==> src/acs_pkg.sv <==
// Constants for the calibration and reset sequencer of the converter.
// Assumes one 250 MHz system clock; only error lines print a time.
package acs_pkg;
    localparam int DATA_W = 24;
    localparam int ADDR_W = 4;
    localparam int RATE_W = 16;
    // Operating mode codes
    localparam logic [2:0] MODE_IDLE = 3'h0;
    localparam logic [2:0] MODE_CONT = 3'h1;
    localparam logic [2:0] MODE_SINGLE = 3'h2;
    localparam logic [2:0] MODE_STBY = 3'h3;
    localparam logic [2:0] MODE_INT_ZERO = 3'h4;
    localparam logic [2:0] MODE_INT_FULL = 3'h5;
    localparam logic [2:0] MODE_SYS_ZERO = 3'h6;
    localparam logic [2:0] MODE_SYS_FULL = 3'h7;
    // Calibration lengths in output-word periods
    localparam logic [5:0] CAL_SHORT_CHOP = 6'h16;
    localparam logic [5:0] CAL_SHORT_NOCHOP = 6'h18;
    localparam logic [5:0] CAL_LONG_CHOP = 6'h2C;
    localparam logic [5:0] CAL_LONG_NOCHOP = 6'h30;
    // Register addresses
    localparam logic [3:0] ADDR_STATUS = 4'h0;
    localparam logic [3:0] ADDR_DATA = 4'h1;
    localparam logic [3:0] ADDR_MODE = 4'h2;
    localparam logic [3:0] ADDR_RATE = 4'h3;
    localparam logic [1:0] PAGE_OFFS = 2'h1;
    localparam logic [1:0] PAGE_GAIN = 2'h2;
    // Mode register fields
    localparam int MODE_LSB = 0;
    localparam int CHAN_LSB = 4;
    localparam int AC_BIT = 6;
    localparam int CHOP_BIT = 7;
    localparam int QUICK_BIT = 8;
    localparam int BYPASS_BIT = 9;
    // Status register fields
    localparam int ST_MODE_LSB = 0;
    localparam int ST_CAL_BIT = 4;
    localparam int ST_PD_BIT = 5;
    localparam int ST_SETTLED_BIT = 6;
    localparam int ST_READY_BIT = 7;
    // Reset values
    localparam logic [23:0] OFFS_RST = 24'h800000;
    localparam logic [23:0] GAIN_RST = 24'h593CEA;
    localparam logic [15:0] RATE_RST = 16'h0800;
    localparam logic CHOP_RST = 1'b1;
    // Serial reset: 32 ones, counted 0..31
    localparam logic [4:0] ONES_LAST = 5'h1F;
    // Excitation clock: cycles per quarter period, minus one
    localparam logic [7:0] EXC_LAST = 8'h0F;
    typedef enum logic [2:0] {
        ST_IDLE = 3'b001,
        ST_CONV = 3'b010,
        ST_CAL = 3'b100
    } acs_state_t;
endpackage

==> src/acs_sequencer.sv <==
// Calibration and reset sequencer of a bridge-transducer converter.
// Assumes the filter results, the serial framer and the pins
// surround it; pins are synchronised here, the rest is on clk_sys.
// Operation
// - Calibration drives ready pin and bit high until the routine ends.
// - Mode field is back at idle when ready falls after calibration.
// - Quick-step and stage bypass outputs are held low during calibration.
// - Code 100: internal zero-scale, dc excitation, 22 or 24 periods.
// - Code 101: internal full-scale, dc excitation, 44 or 48 periods.
// - Code 110: system zero-scale on external input, 22 or 24 periods.
// - Code 111: system full-scale on external input, 22 or 24 periods.
// - Zero-scale result goes to selected channel's offset register.
// - Full-scale result goes to selected channel's gain register.
// - System calibrations keep ac excitation when ac select is set.
// - Power-on: defaults, mode 000, filter reset, power-down, flags set.
// - Reset pin: as power-on but analog section stays powered.
// - Standby pin: filter reset, power-down, flags set, state kept.
// - Mode 011 write: standby, filter reset, power-down, flags set.
// - Sync pin: filter reset and flags set, nothing else.
// - Mode 000 write: filter reset and flags set, no power-down.
// - Conversion or calibration write: load mode, restart, set flags.
// - Thirty-two serial ones: defaults, mode 000, serial reset, flags.
// - Data read sets ready back high, all else untouched.
// - Two nonoverlapping excitation clocks, demodulation follows them.
`timescale 1ns/1ns
module acs_sequencer (
    input wire logic clk_sys,
    input wire logic reset_n,
    input wire logic clk_en,
    input wire logic [acs_pkg::ADDR_W-1:0] reg_addr,
    input wire logic [acs_pkg::DATA_W-1:0] reg_wdata,
    input wire logic reg_write,
    input wire logic reg_read,
    output logic [acs_pkg::DATA_W-1:0] reg_rdata,
    input wire logic reset_pin_n,
    input wire logic standby_pin_n,
    input wire logic sync_pin_n,
    input wire logic serial_bit_valid,
    input wire logic serial_bit,
    input wire logic [acs_pkg::DATA_W-1:0] conv_word,
    input wire logic [acs_pkg::DATA_W-1:0] cal_result,
    output logic conv_ready_n,
    output logic settled_filter_flag,
    output logic filter_reset,
    output logic serial_if_reset,
    output logic analog_power_down,
    output logic cal_active,
    output logic cal_input_short,
    output logic cal_input_fullscale,
    output logic quick_step_en,
    output logic stage_bypass,
    output logic [1:0] cal_channel,
    output logic bridge_excitation_clock_a,
    output logic bridge_excitation_clock_b,
    output logic demod_invert
);
    import acs_pkg::*;

    typedef struct packed {
        acs_state_t state;
        logic [2:0] mode;
        logic [1:0] chan;
        logic ac_sel;
        logic chop;
        logic quick;
        logic bypass;
        logic [RATE_W-1:0] rate;
        logic [RATE_W-1:0] per_cnt;
        logic [5:0] cal_cnt;
        logic [2:0][DATA_W-1:0] offs;
        logic [2:0][DATA_W-1:0] gain;
        logic [DATA_W-1:0] data;
        logic [DATA_W-1:0] rdata;
        logic ready_n;
        logic settling;
        logic analog_pd;
        logic pd_out;
        logic filter_rst;
        logic serial_rst;
        logic [4:0] ones_cnt;
        logic [1:0] rst_sync;
        logic [1:0] stby_sync;
        logic [1:0] sync_sync;
        logic [7:0] exc_cnt;
        logic [1:0] exc_ph;
        logic exc_a;
        logic exc_b;
        logic demod;
    } acs_regs_t;

    function automatic logic [5:0] cal_periods(input logic [2:0] m,
                                               input logic chop);
        if (m == MODE_INT_FULL) begin
            cal_periods = chop ? CAL_LONG_CHOP : CAL_LONG_NOCHOP;
        end else begin
            cal_periods = chop ? CAL_SHORT_CHOP : CAL_SHORT_NOCHOP;
        end
    endfunction

    // Filter restart with ready and settled flags set
    function automatic acs_regs_t restart(input acs_regs_t r);
        acs_regs_t t;
        t = r;
        t.filter_rst = 1'b1;
        t.ready_n = 1'b1;
        t.settling = 1'b1;
        t.per_cnt = '0;
        t.cal_cnt = '0;
        return t;
    endfunction

    // Register defaults, idle mode, serial interface reset
    function automatic acs_regs_t defaults(input acs_regs_t r);
        acs_regs_t t;
        t = restart(r);
        t.state = ST_IDLE;
        t.mode = MODE_IDLE;
        t.chan = 2'h0;
        t.ac_sel = 1'b0;
        t.chop = CHOP_RST;
        t.quick = 1'b0;
        t.bypass = 1'b0;
        t.rate = RATE_RST;
        t.offs = {3{OFFS_RST}};
        t.gain = {3{GAIN_RST}};
        t.data = '0;
        t.analog_pd = 1'b0;
        t.serial_rst = 1'b1;
        return t;
    endfunction

    function automatic acs_regs_t por_value();
        acs_regs_t t;
        t = defaults('0);
        t.analog_pd = 1'b1;
        t.pd_out = 1'b1;
        t.rst_sync = 2'h3;
        t.stby_sync = 2'h3;
        t.sync_sync = 2'h3;
        return t;
    endfunction

    localparam acs_regs_t S_POR = por_value();

    acs_regs_t s;
    acs_regs_t n;
    logic rst_act;
    logic stby_act;
    logic sync_act;
    logic mode_wr;
    logic data_rd;
    logic ones_evt;
    logic tick;
    logic cal_done;
    logic conv_done;
    logic ac_on;
    logic [2:0] wr_mode;
    logic [1:0] wr_chan;

    assign rst_act = !s.rst_sync[1];
    assign stby_act = !s.stby_sync[1];
    assign sync_act = !s.sync_sync[1];
    assign mode_wr = reg_write && reg_addr == ADDR_MODE;
    assign data_rd = reg_read && reg_addr == ADDR_DATA;
    assign ones_evt = serial_bit_valid && serial_bit
                      && s.ones_cnt == ONES_LAST;
    assign tick = {1'b0, s.per_cnt} + 17'h1 >= {1'b0, s.rate};
    assign cal_done = s.state == ST_CAL && tick
                      && s.cal_cnt == cal_periods(s.mode, s.chop) - 6'h1;
    assign conv_done = s.state == ST_CONV && tick;
    assign wr_mode = reg_wdata[MODE_LSB +: 3];
    assign wr_chan = reg_wdata[CHAN_LSB +: 2];

    always_comb begin
        n = s;
        n.filter_rst = 1'b0;
        n.serial_rst = 1'b0;
        n.rst_sync = {s.rst_sync[0], reset_pin_n};
        n.stby_sync = {s.stby_sync[0], standby_pin_n};
        n.sync_sync = {s.sync_sync[0], sync_pin_n};
        if (serial_bit_valid) begin
            n.ones_cnt = serial_bit ? s.ones_cnt + 5'h1 : 5'h0;
        end
        // Read clears first so a word arriving now still wins
        if (data_rd) begin
            n.ready_n = 1'b1;
        end
        n.per_cnt = (s.state == ST_IDLE || tick) ? '0
                    : s.per_cnt + 16'h1;
        if (conv_done) begin
            n.data = conv_word;
            n.ready_n = 1'b0;
            n.settling = 1'b0;
            if (s.mode == MODE_SINGLE) begin
                n.state = ST_IDLE;
                n.mode = MODE_IDLE;
            end
        end
        if (cal_done) begin
            if (s.mode[0]) begin
                n.gain[s.chan] = cal_result;
            end else begin
                n.offs[s.chan] = cal_result;
            end
            n.mode = MODE_IDLE;
            n.state = ST_IDLE;
            n.ready_n = 1'b0;
            n.settling = 1'b0;
        end else if (s.state == ST_CAL && tick) begin
            n.cal_cnt = s.cal_cnt + 6'h1;
        end
        if (reg_write && reg_addr == ADDR_RATE) begin
            n.rate = reg_wdata[RATE_W-1:0];
        end
        if (reg_write && reg_addr[3:2] == PAGE_OFFS
            && reg_addr[1:0] != 2'h3) begin
            n.offs[reg_addr[1:0]] = reg_wdata;
        end
        if (reg_write && reg_addr[3:2] == PAGE_GAIN
            && reg_addr[1:0] != 2'h3) begin
            n.gain[reg_addr[1:0]] = reg_wdata;
        end
        if (sync_act) begin
            n = restart(n);
        end
        if (mode_wr) begin
            n = restart(n);
            n.mode = wr_mode;
            n.chan = (wr_chan == 2'h3) ? 2'h2 : wr_chan;
            n.ac_sel = reg_wdata[AC_BIT];
            n.chop = reg_wdata[CHOP_BIT];
            n.quick = reg_wdata[QUICK_BIT];
            n.bypass = reg_wdata[BYPASS_BIT];
            n.analog_pd = 1'b0;
            unique case (wr_mode)
                MODE_IDLE: begin
                    n.state = ST_IDLE;
                end
                MODE_STBY: begin
                    n.state = ST_IDLE;
                    n.analog_pd = 1'b1;
                end
                MODE_CONT, MODE_SINGLE: begin
                    n.state = ST_CONV;
                end
                MODE_INT_ZERO, MODE_INT_FULL,
                MODE_SYS_ZERO, MODE_SYS_FULL: begin
                    n.state = ST_CAL;
                end
            endcase
        end
        if (stby_act) begin
            n = restart(n);
        end
        if (ones_evt || rst_act) begin
            n = defaults(n);
        end
        n.pd_out = n.analog_pd | stby_act;
        // Internal calibrations run on dc excitation only
        ac_on = n.ac_sel && !n.pd_out && (n.state == ST_CONV
                || (n.state == ST_CAL && n.mode[1]));
        if (!ac_on) begin
            n.exc_cnt = '0;
            n.exc_ph = 2'h0;
        end else if (s.exc_cnt == EXC_LAST) begin
            n.exc_cnt = '0;
            n.exc_ph = s.exc_ph + 2'h1;
        end else begin
            n.exc_cnt = s.exc_cnt + 8'h1;
        end
        // Quarter phases 1 and 3 are the nonoverlap gaps
        n.exc_a = ac_on && n.exc_ph == 2'h0;
        n.exc_b = ac_on && n.exc_ph == 2'h2;
        n.demod = ac_on && n.exc_ph[1];
        n.rdata = '0;
        if (reg_read) begin
            if (reg_addr == ADDR_STATUS) begin
                n.rdata[ST_MODE_LSB +: 3] = s.mode;
                n.rdata[ST_CAL_BIT] = s.state == ST_CAL;
                n.rdata[ST_PD_BIT] = s.pd_out;
                n.rdata[ST_SETTLED_BIT] = s.settling;
                n.rdata[ST_READY_BIT] = s.ready_n;
            end else if (reg_addr == ADDR_DATA) begin
                n.rdata = s.data;
            end else if (reg_addr == ADDR_MODE) begin
                n.rdata[MODE_LSB +: 3] = s.mode;
                n.rdata[CHAN_LSB +: 2] = s.chan;
                n.rdata[AC_BIT] = s.ac_sel;
                n.rdata[CHOP_BIT] = s.chop;
                n.rdata[QUICK_BIT] = s.quick;
                n.rdata[BYPASS_BIT] = s.bypass;
            end else if (reg_addr == ADDR_RATE) begin
                n.rdata[RATE_W-1:0] = s.rate;
            end else if (reg_addr[1:0] != 2'h3) begin
                if (reg_addr[3:2] == PAGE_OFFS) begin
                    n.rdata = s.offs[reg_addr[1:0]];
                end else if (reg_addr[3:2] == PAGE_GAIN) begin
                    n.rdata = s.gain[reg_addr[1:0]];
                end
            end
        end
    end

    always_ff @(posedge clk_sys or negedge reset_n) begin
        if (!reset_n) begin
            s <= S_POR;
        end else if (clk_en) begin
            s <= n;
        end
    end

    assign reg_rdata = s.rdata;
    assign conv_ready_n = s.ready_n;
    assign settled_filter_flag = s.settling;
    assign filter_reset = s.filter_rst | s.pd_out;
    assign serial_if_reset = s.serial_rst;
    assign analog_power_down = s.pd_out;
    assign cal_active = s.state == ST_CAL;
    assign cal_input_short = cal_active && s.mode == MODE_INT_ZERO;
    assign cal_input_fullscale = cal_active && s.mode == MODE_INT_FULL;
    assign quick_step_en = s.quick && !cal_active;
    assign stage_bypass = s.bypass && !cal_active;
    assign cal_channel = s.chan;
    assign bridge_excitation_clock_a = s.exc_a;
    assign bridge_excitation_clock_b = s.exc_b;
    assign demod_invert = s.demod;

    logic quiet;
    assign quiet = clk_en && !mode_wr && !sync_act && !stby_act
                   && !rst_act && !ones_evt;
endmodule // acs_sequencer

==> config.mk <==
export PLATFORM = sky130hd
export DESIGN_NAME = acs_sequencer
export DESIGN_NICKNAME = d
export VERILOG_FILES = /design/src/acs_pkg.sv /design/src/acs_sequencer.sv
export SDC_FILE = /design/constraint.sdc
export NUM_CORES = 1
export LEC_CHECK = 0
export BUFFER_PORTS_ARGS = -buffer_cell sky130_fd_sc_hd__buf_2
export CAP_MARGIN = 20
export CORE_MARGIN = 8
export CORE_UTILIZATION = 35
export DETAILED_ROUTE_END_ITERATION = 8
export PLACE_DENSITY = 0.51
export RECOVER_POWER = 25
export SLEW_MARGIN = 20
export SYNTH_ARGS = -nofsm -noshare
export SYNTH_HDL_FRONTEND = slang
export SYNTH_SLANG_ARGS = --single-unit
export TNS_END_PERCENT = 5
==> constraint.sdc <==
create_clock -name clk_sys -period 10.8 [get_ports clk_sys]
set_input_delay 1.08 -clock clk_sys [delete_from_list [all_inputs] [get_ports clk_sys]]
set_output_delay 1.08 -clock clk_sys [all_outputs]
set_load 0.005 [all_outputs]
== Yosys cells after proc, flatten, opt, wreduce, memory -nomap -nowiden ==
Cells that the tools add are included.

* Equality and inequality tests: 30
* Reduce and logical (&&, ||, !) cells: 40
* Add/sub/neg operators: 7
* Bitwise gates (word level): 2
* Multiplexer cells: 58
* $lt $le $gt $ge: 5

{| class="wikitable"
|+ Operators by type and width
! cell !! number
|-
| 2-to-1 mux 272 bit || 2
|-
| 2-to-1 mux 244 bit || 2
|-
| bitwise mux 72 bit || 4
|-
| 2-to-1 mux 72 bit || 4
|-
| 2-to-1 mux 24 bit || 10
|-
| 2-to-1 mux 144 bit || 1
|-
| binary-select mux 24 bit (select 2 bit) || 2
|-
| demux 24 bit (select 2 bit) || 2
|-
| 2-to-1 mux 16 bit || 4
|-
| 2-to-1 mux 6 bit || 7
|-
| == test 3 bit, second input constant || 8
|-
| logical AND 1 bit || 24
|-
| adder 16 x 1 -> 17 bit, second input constant || 1
|-
| greater-or-equal comparator 17 x 16 -> 1 bit || 1
|-
| adder 16 x 1 -> 16 bit, second input constant || 1
|-
| 2-to-1 mux 8 bit || 2
|-
| == test 3 x 2 -> 1 bit, second input constant || 5
|-
| 2-to-1 mux 5 bit || 3
|-
| 2-to-1 mux 14 bit || 1
|-
| 2-to-1 mux 10 bit || 1
|-
| one-hot mux 3 bit (3 select lines) || 1
|-
| adder 8 x 1 -> 8 bit, second input constant || 1
|-
| == test 4 x 2 -> 1 bit, second input constant || 2
|-
| == test 8 x 4 -> 1 bit, second input constant || 1
|-
| 31 further kinds || 52
|}

* Input bits: 86
* Flip-flop bits (word level): 272

== Depth between registers and ports, before layout ==
* Depth after elaboration: 20
* Mapped depth: 18

== Worst setup path before layout ==
OpenSTA, ideal clock, no wires.

* Path type: register to register
* Start: reg s[228] (netlist name)
* End: reg s[122] (netlist name)
* Arrival time: 3.550 ns
* Cell stages (with the launch flop): 19
* Required time: 10.720 ns
* Setup slack: 7.171 ns
* Path through: dfrtp_1 > and3_1 > nand3_1 > nor2_1 > and3_1 > nand3_1 > xnor2_1 > ha_1 > nand3_1 > nor3_1 > nand4_1 > o211a_1 > buf_4 > nor4_1 > buf_2 > buf_2 > mux2i_1 > a21oi_1 > o22a_1

* Word-level cells in the longest chain between the ends: 11

{| class="wikitable"
|+ RTL lines
! what !! line !! RTL
|-
| start: declaration || acs_sequencer.sv:145 || <nowiki>acs_regs_t s;</nowiki>
|-
| start signal: assignment || acs_sequencer.sv:308 || <nowiki>s <= n;</nowiki>
|-
| adder 16 x 1 -> 17 bit * || acs_sequencer.sv:167 || <nowiki>assign tick = {1'b0, s.per_cnt} + 17'h1 >= {1'b0, s.rate};</nowiki>
|-
| greater-or-equal comparator 17 x 16 -> 1 bit * || acs_sequencer.sv:167 ||
|-
| logical AND 1 bit * || acs_sequencer.sv:168 || <nowiki>assign cal_done = s.state == ST_CAL && tick</nowiki>
|-
| logical AND 1 bit * || acs_sequencer.sv:169 || <nowiki>&& s.cal_cnt == cal_periods(s.mode, s.chop) - 6'h1;</nowiki>
|-
| 2-to-1 mux 144 bit * || acs_sequencer.sv:199 || <nowiki>if (cal_done) begin</nowiki>
|-
| bitwise mux 72 bit || acs_sequencer.sv:221 || <nowiki>n.gain[reg_addr[1:0]] = reg_wdata;</nowiki>
|-
| 2-to-1 mux 72 bit * || acs_sequencer.sv:219 || <nowiki>if (reg_write && reg_addr[3:2] == PAGE_GAIN</nowiki>
|-
| 2-to-1 mux 244 bit * || acs_sequencer.sv:223 || <nowiki>if (sync_act) begin</nowiki>
|-
| 2-to-1 mux 272 bit * || acs_sequencer.sv:226 || <nowiki>if (mode_wr) begin</nowiki>
|-
| 2-to-1 mux 244 bit * || acs_sequencer.sv:252 || <nowiki>if (stby_act) begin</nowiki>
|-
| 2-to-1 mux 272 bit * || acs_sequencer.sv:255 || <nowiki>if (ones_evt || rst_act) begin</nowiki>
|}

Mark *: on every way between the ends. The rest lies on a longest branch, timed or not.
A chain may end at the register's enable or synchronous reset.

==> results by group <==
Clock network
  – CTS Buffer Depth: 3
  – CTS tree: built
  – H-tree lvl count: 2
  – Setup bufs post-CTS: 0
  – Clk_lat worst skew: 560 ps
  – Post-cts sizing count: 0
  – Sink Count: 271
  – Clock root buffer: clkbuf_16
  – Clock slew at reported path FFs: 60 ps
  – Hold_buf cts: 0
  – CTS Buf Count: 35

Die
  – Core Box Area: 45,000 um^2
  – Initial Utilization: 35.1%
  – Height of the die: 228 um
  – Rows: 78
  – Die Area: 52,200 um^2
  – Die X-Extent: 228 um
  – Ports: 125

Worst setup path
  – Delay-heaviest family, CP: buffers and inverters
  – Crit path cell chain: clkbuf_1 > clkbuf_1
  – Worst path most repeated cell: clkbuf_1
  – Startpoint Class: input port
  – Worst setup EP type: async pin
  – Worst Path Max Fanout: 76
  – Max incr delay on CP: 3150 ps
  – Critical path arrival: 6740 ps
  – Critical Path Slowest Stage Cell: clkbuf_1
  – Worst Path Class, Setup: input port to async pin
  – CP Buf/Inv Count: 2
  – Req. time, crit path: 10,750 ps

Placement
  – Number of port buffers: 124
  – Final HPWL DP: 41.6 mm
  – GP Congestion: 0.834

Route
  – 1st-iter DRT viols: 1,582
  – Residual DRC count: 0
  – Routed wire length: 63.6 mm
  – 1st-pass router iterations: 8
  – Avg Vias per Cell: 6.12
  – Number of routed nets with antenna violations: 0
  – DR WL/cell: 26.5 um
  – Total vias in the final route: 14,700

Yosys
  – Yosys top cell by area: dfrtp_1
  – Syn nets: 1,844
  – Mapped cell area: 15,800 um^2
  – Post-synth EDFFs: 0
  – Number of synthesized register bits: 271
  – Asr flop ratio synth: 100%
  – YS warnings: 0
  – Synth area leaders: dfrtp_1 34%, dfstp_2 9.5%, a21oi_1 5.4%, o21ai_0 4.8%, mux2i_1 4.1%
  – Top FF cell, synth: dfrtp_1
  – Share of the synthesized area in the top cell type: 33.9%
  – Yosys cell types: 75
  – Mapped Cells: 1,734
  – Seq/Total Area, Yosys: 43.4%
  – Top-count cell post-synth: dfrtp_1
  – Syn avg cell area: 9.11 um^2
  – Post-synth top cells: 214 x dfrtp_1, 169 x a21oi_1, 154 x nand2_1

Timing
  – Period Utilization, post-route: 62.9%
  – Max Freq: 147 MHz
  – Final hold violations: 0
  – Max_slew headroom: -205%
  – Total negative slack: 0 ps
  – Final setup violation count: 0
  – Slew Viols, Final: 215
  – Actual slew at the worst max-slew pin: 4570 ps
  – Clock Skew: 18.2 ps
  – RSZ-0062 raised after global routing: no
  – Min Tclk post-route: 6790 ps

Layout
  – Synth-to-Final Area Change: 13.9%
  – Fraction of layout cells with a size suffix above 1: 17.5%
  – Reg area: 6850 um^2
  – Nets: 1,884
  – Multi-input gate area: 7950 um^2
  – Fillers: 4,536

Global routing
  – Number of global-route vias before repair: 14,500
  – Initial antenna violation count: 2
  – Total GRT Usage: 23.6%
  – GR Overflow Total: 0
  – First-pass GRT wire length: 95.2 mm
  – Largest net degree at the start of global routing: 77

Power and ir drop
  – Pwr Total: 2.73 mW
  – Largest vdd supply drop: 0.000102 V
  – Pleak: 7.87 nW
  – Pwr dens: 152 nW/um^2

Status
  – Violated checks: capacitance limit, slew limit
  – Outcome: finished, violations left

Min path
  – Hold Crit Class: register to register

Run
  – Max Cap Viol: 4
-- final cells by class --
| cell class | instances | area share [%] |
|---|---|---|
| repair buffers | 166 | 5.31 |
| inverters | 92 | 1.92 |
| clock inverters | 5 | 0.362 |
| diodes | 4 | 0.0556 |
| well taps | 600 | 4.17 |
| multi-input cells | 1208 | 44.2 |
| flip-flops and latches | 271 | 38.1 |
| clock buffers | 58 | 5.91 |
-- per-layer routing --
layer | up-vias | share of wire (%) | GRT usage [%]
li1 | 6510 | - | -
met3 | 115 | 7.9 | 4.72
met1 | 7424 | 44 | 32.6
met5 | - | 0 | 0
met2 | 671 | 44 | 35.8
met4 | 0 | 3.7 | 9.22
-- logic make-up (layout without fill, tap and decap cells) --
logic type,after synthesis,after routing,share of synthesized area [%]
xor gates and xnor gates,21,21,1.25
muxes,79,79,5.12
other,0,4,0
and+or+nand+nor,393,393,11.6
buffers and inverters,255,321,7.00
AOI/OAI and AO/OA,691,691,29.8
adders and majority gates,24,24,1.90
DFF,271,271,43.4
-- final timing paths --
kind                                            from  cells past startpoint                         to  slack [ps]
setup / recovery                             reset_n                      2                     s[130]        4010
hold / removal             bridge_excitation_clock_a                      2  bridge_excitation_clock_a         480
setup reg to reg                              s[228]                     16                     s[126]        5740
hold reg to reg            bridge_excitation_clock_a                      2  bridge_excitation_clock_a         480
max in group clk_sys                          clk_en                      9                     s[193]        4930
min in group asynchronous                    reset_n                      1  bridge_excitation_clock_a        2160
-- state kept, by name, indices dropped and copies added (netlist names) --
register	cells
analog_power_down	1
bridge_excitation_clock_a	1
bridge_excitation_clock_b	1
cal_channel	2
conv_ready_n	1
reg_rdata	24
s	239
serial_if_reset	1
settled_filter_flag	1
-- where the power goes --
| group | switching, mW | internal (mW) |
|---|---|---|
| clock | 0.469 | 0.696 |
| combinational | 0.280 | 0.133 |
| sequential | 0.0593 | 1.10 |
| total | 0.809 | 1.93 |
-- layout by cell type (no fill, tap or decap), drive strengths merged, types with 11 or more instances in the layout --
| master | instances |
|---|---|
| nand3 | 36 |
| a21oi | 169 |
| mux2i | 65 |
| nand2 | 154 |
| a211oi | 17 |
| a222oi | 16 |
| inv | 93 |
| dfstp | 57 |
| a22o | 54 |
| ha | 24 |
| a21o | 11 |
| o211ai | 37 |
| buf | 162 |
| o22ai | 14 |
| a221o | 35 |
| o21ai | 165 |
| xnor2 | 11 |
| o2bb2ai | 23 |
| dfrtp | 214 |
| nand4 | 15 |
| nor2 | 103 |
| and3 | 26 |
| mux2 | 14 |
| nor3 | 13 |
| a31oi | 20 |
| clkbuf | 62 |
| a32o | 17 |
| a22oi | 60 |
-- metrics by stage --
stage	std cells	setup WS (ps)	instance area (um^2)	util (%)	hold slack, ps
2_1_floorplan	1734	7170	15800	-	448
3_3_place_gp	2332	5590	16800	37.3	469
3_5_place_dp	2336	5990	16900	37.5	472
4_1_cts	2399	5950	18000	40.0	487
5_1_grt	2401	2820	18000	40.0	504
6_report	2404	4010	18000	40.0	482
No activity file was read; power rests on OpenSTA's default activity.
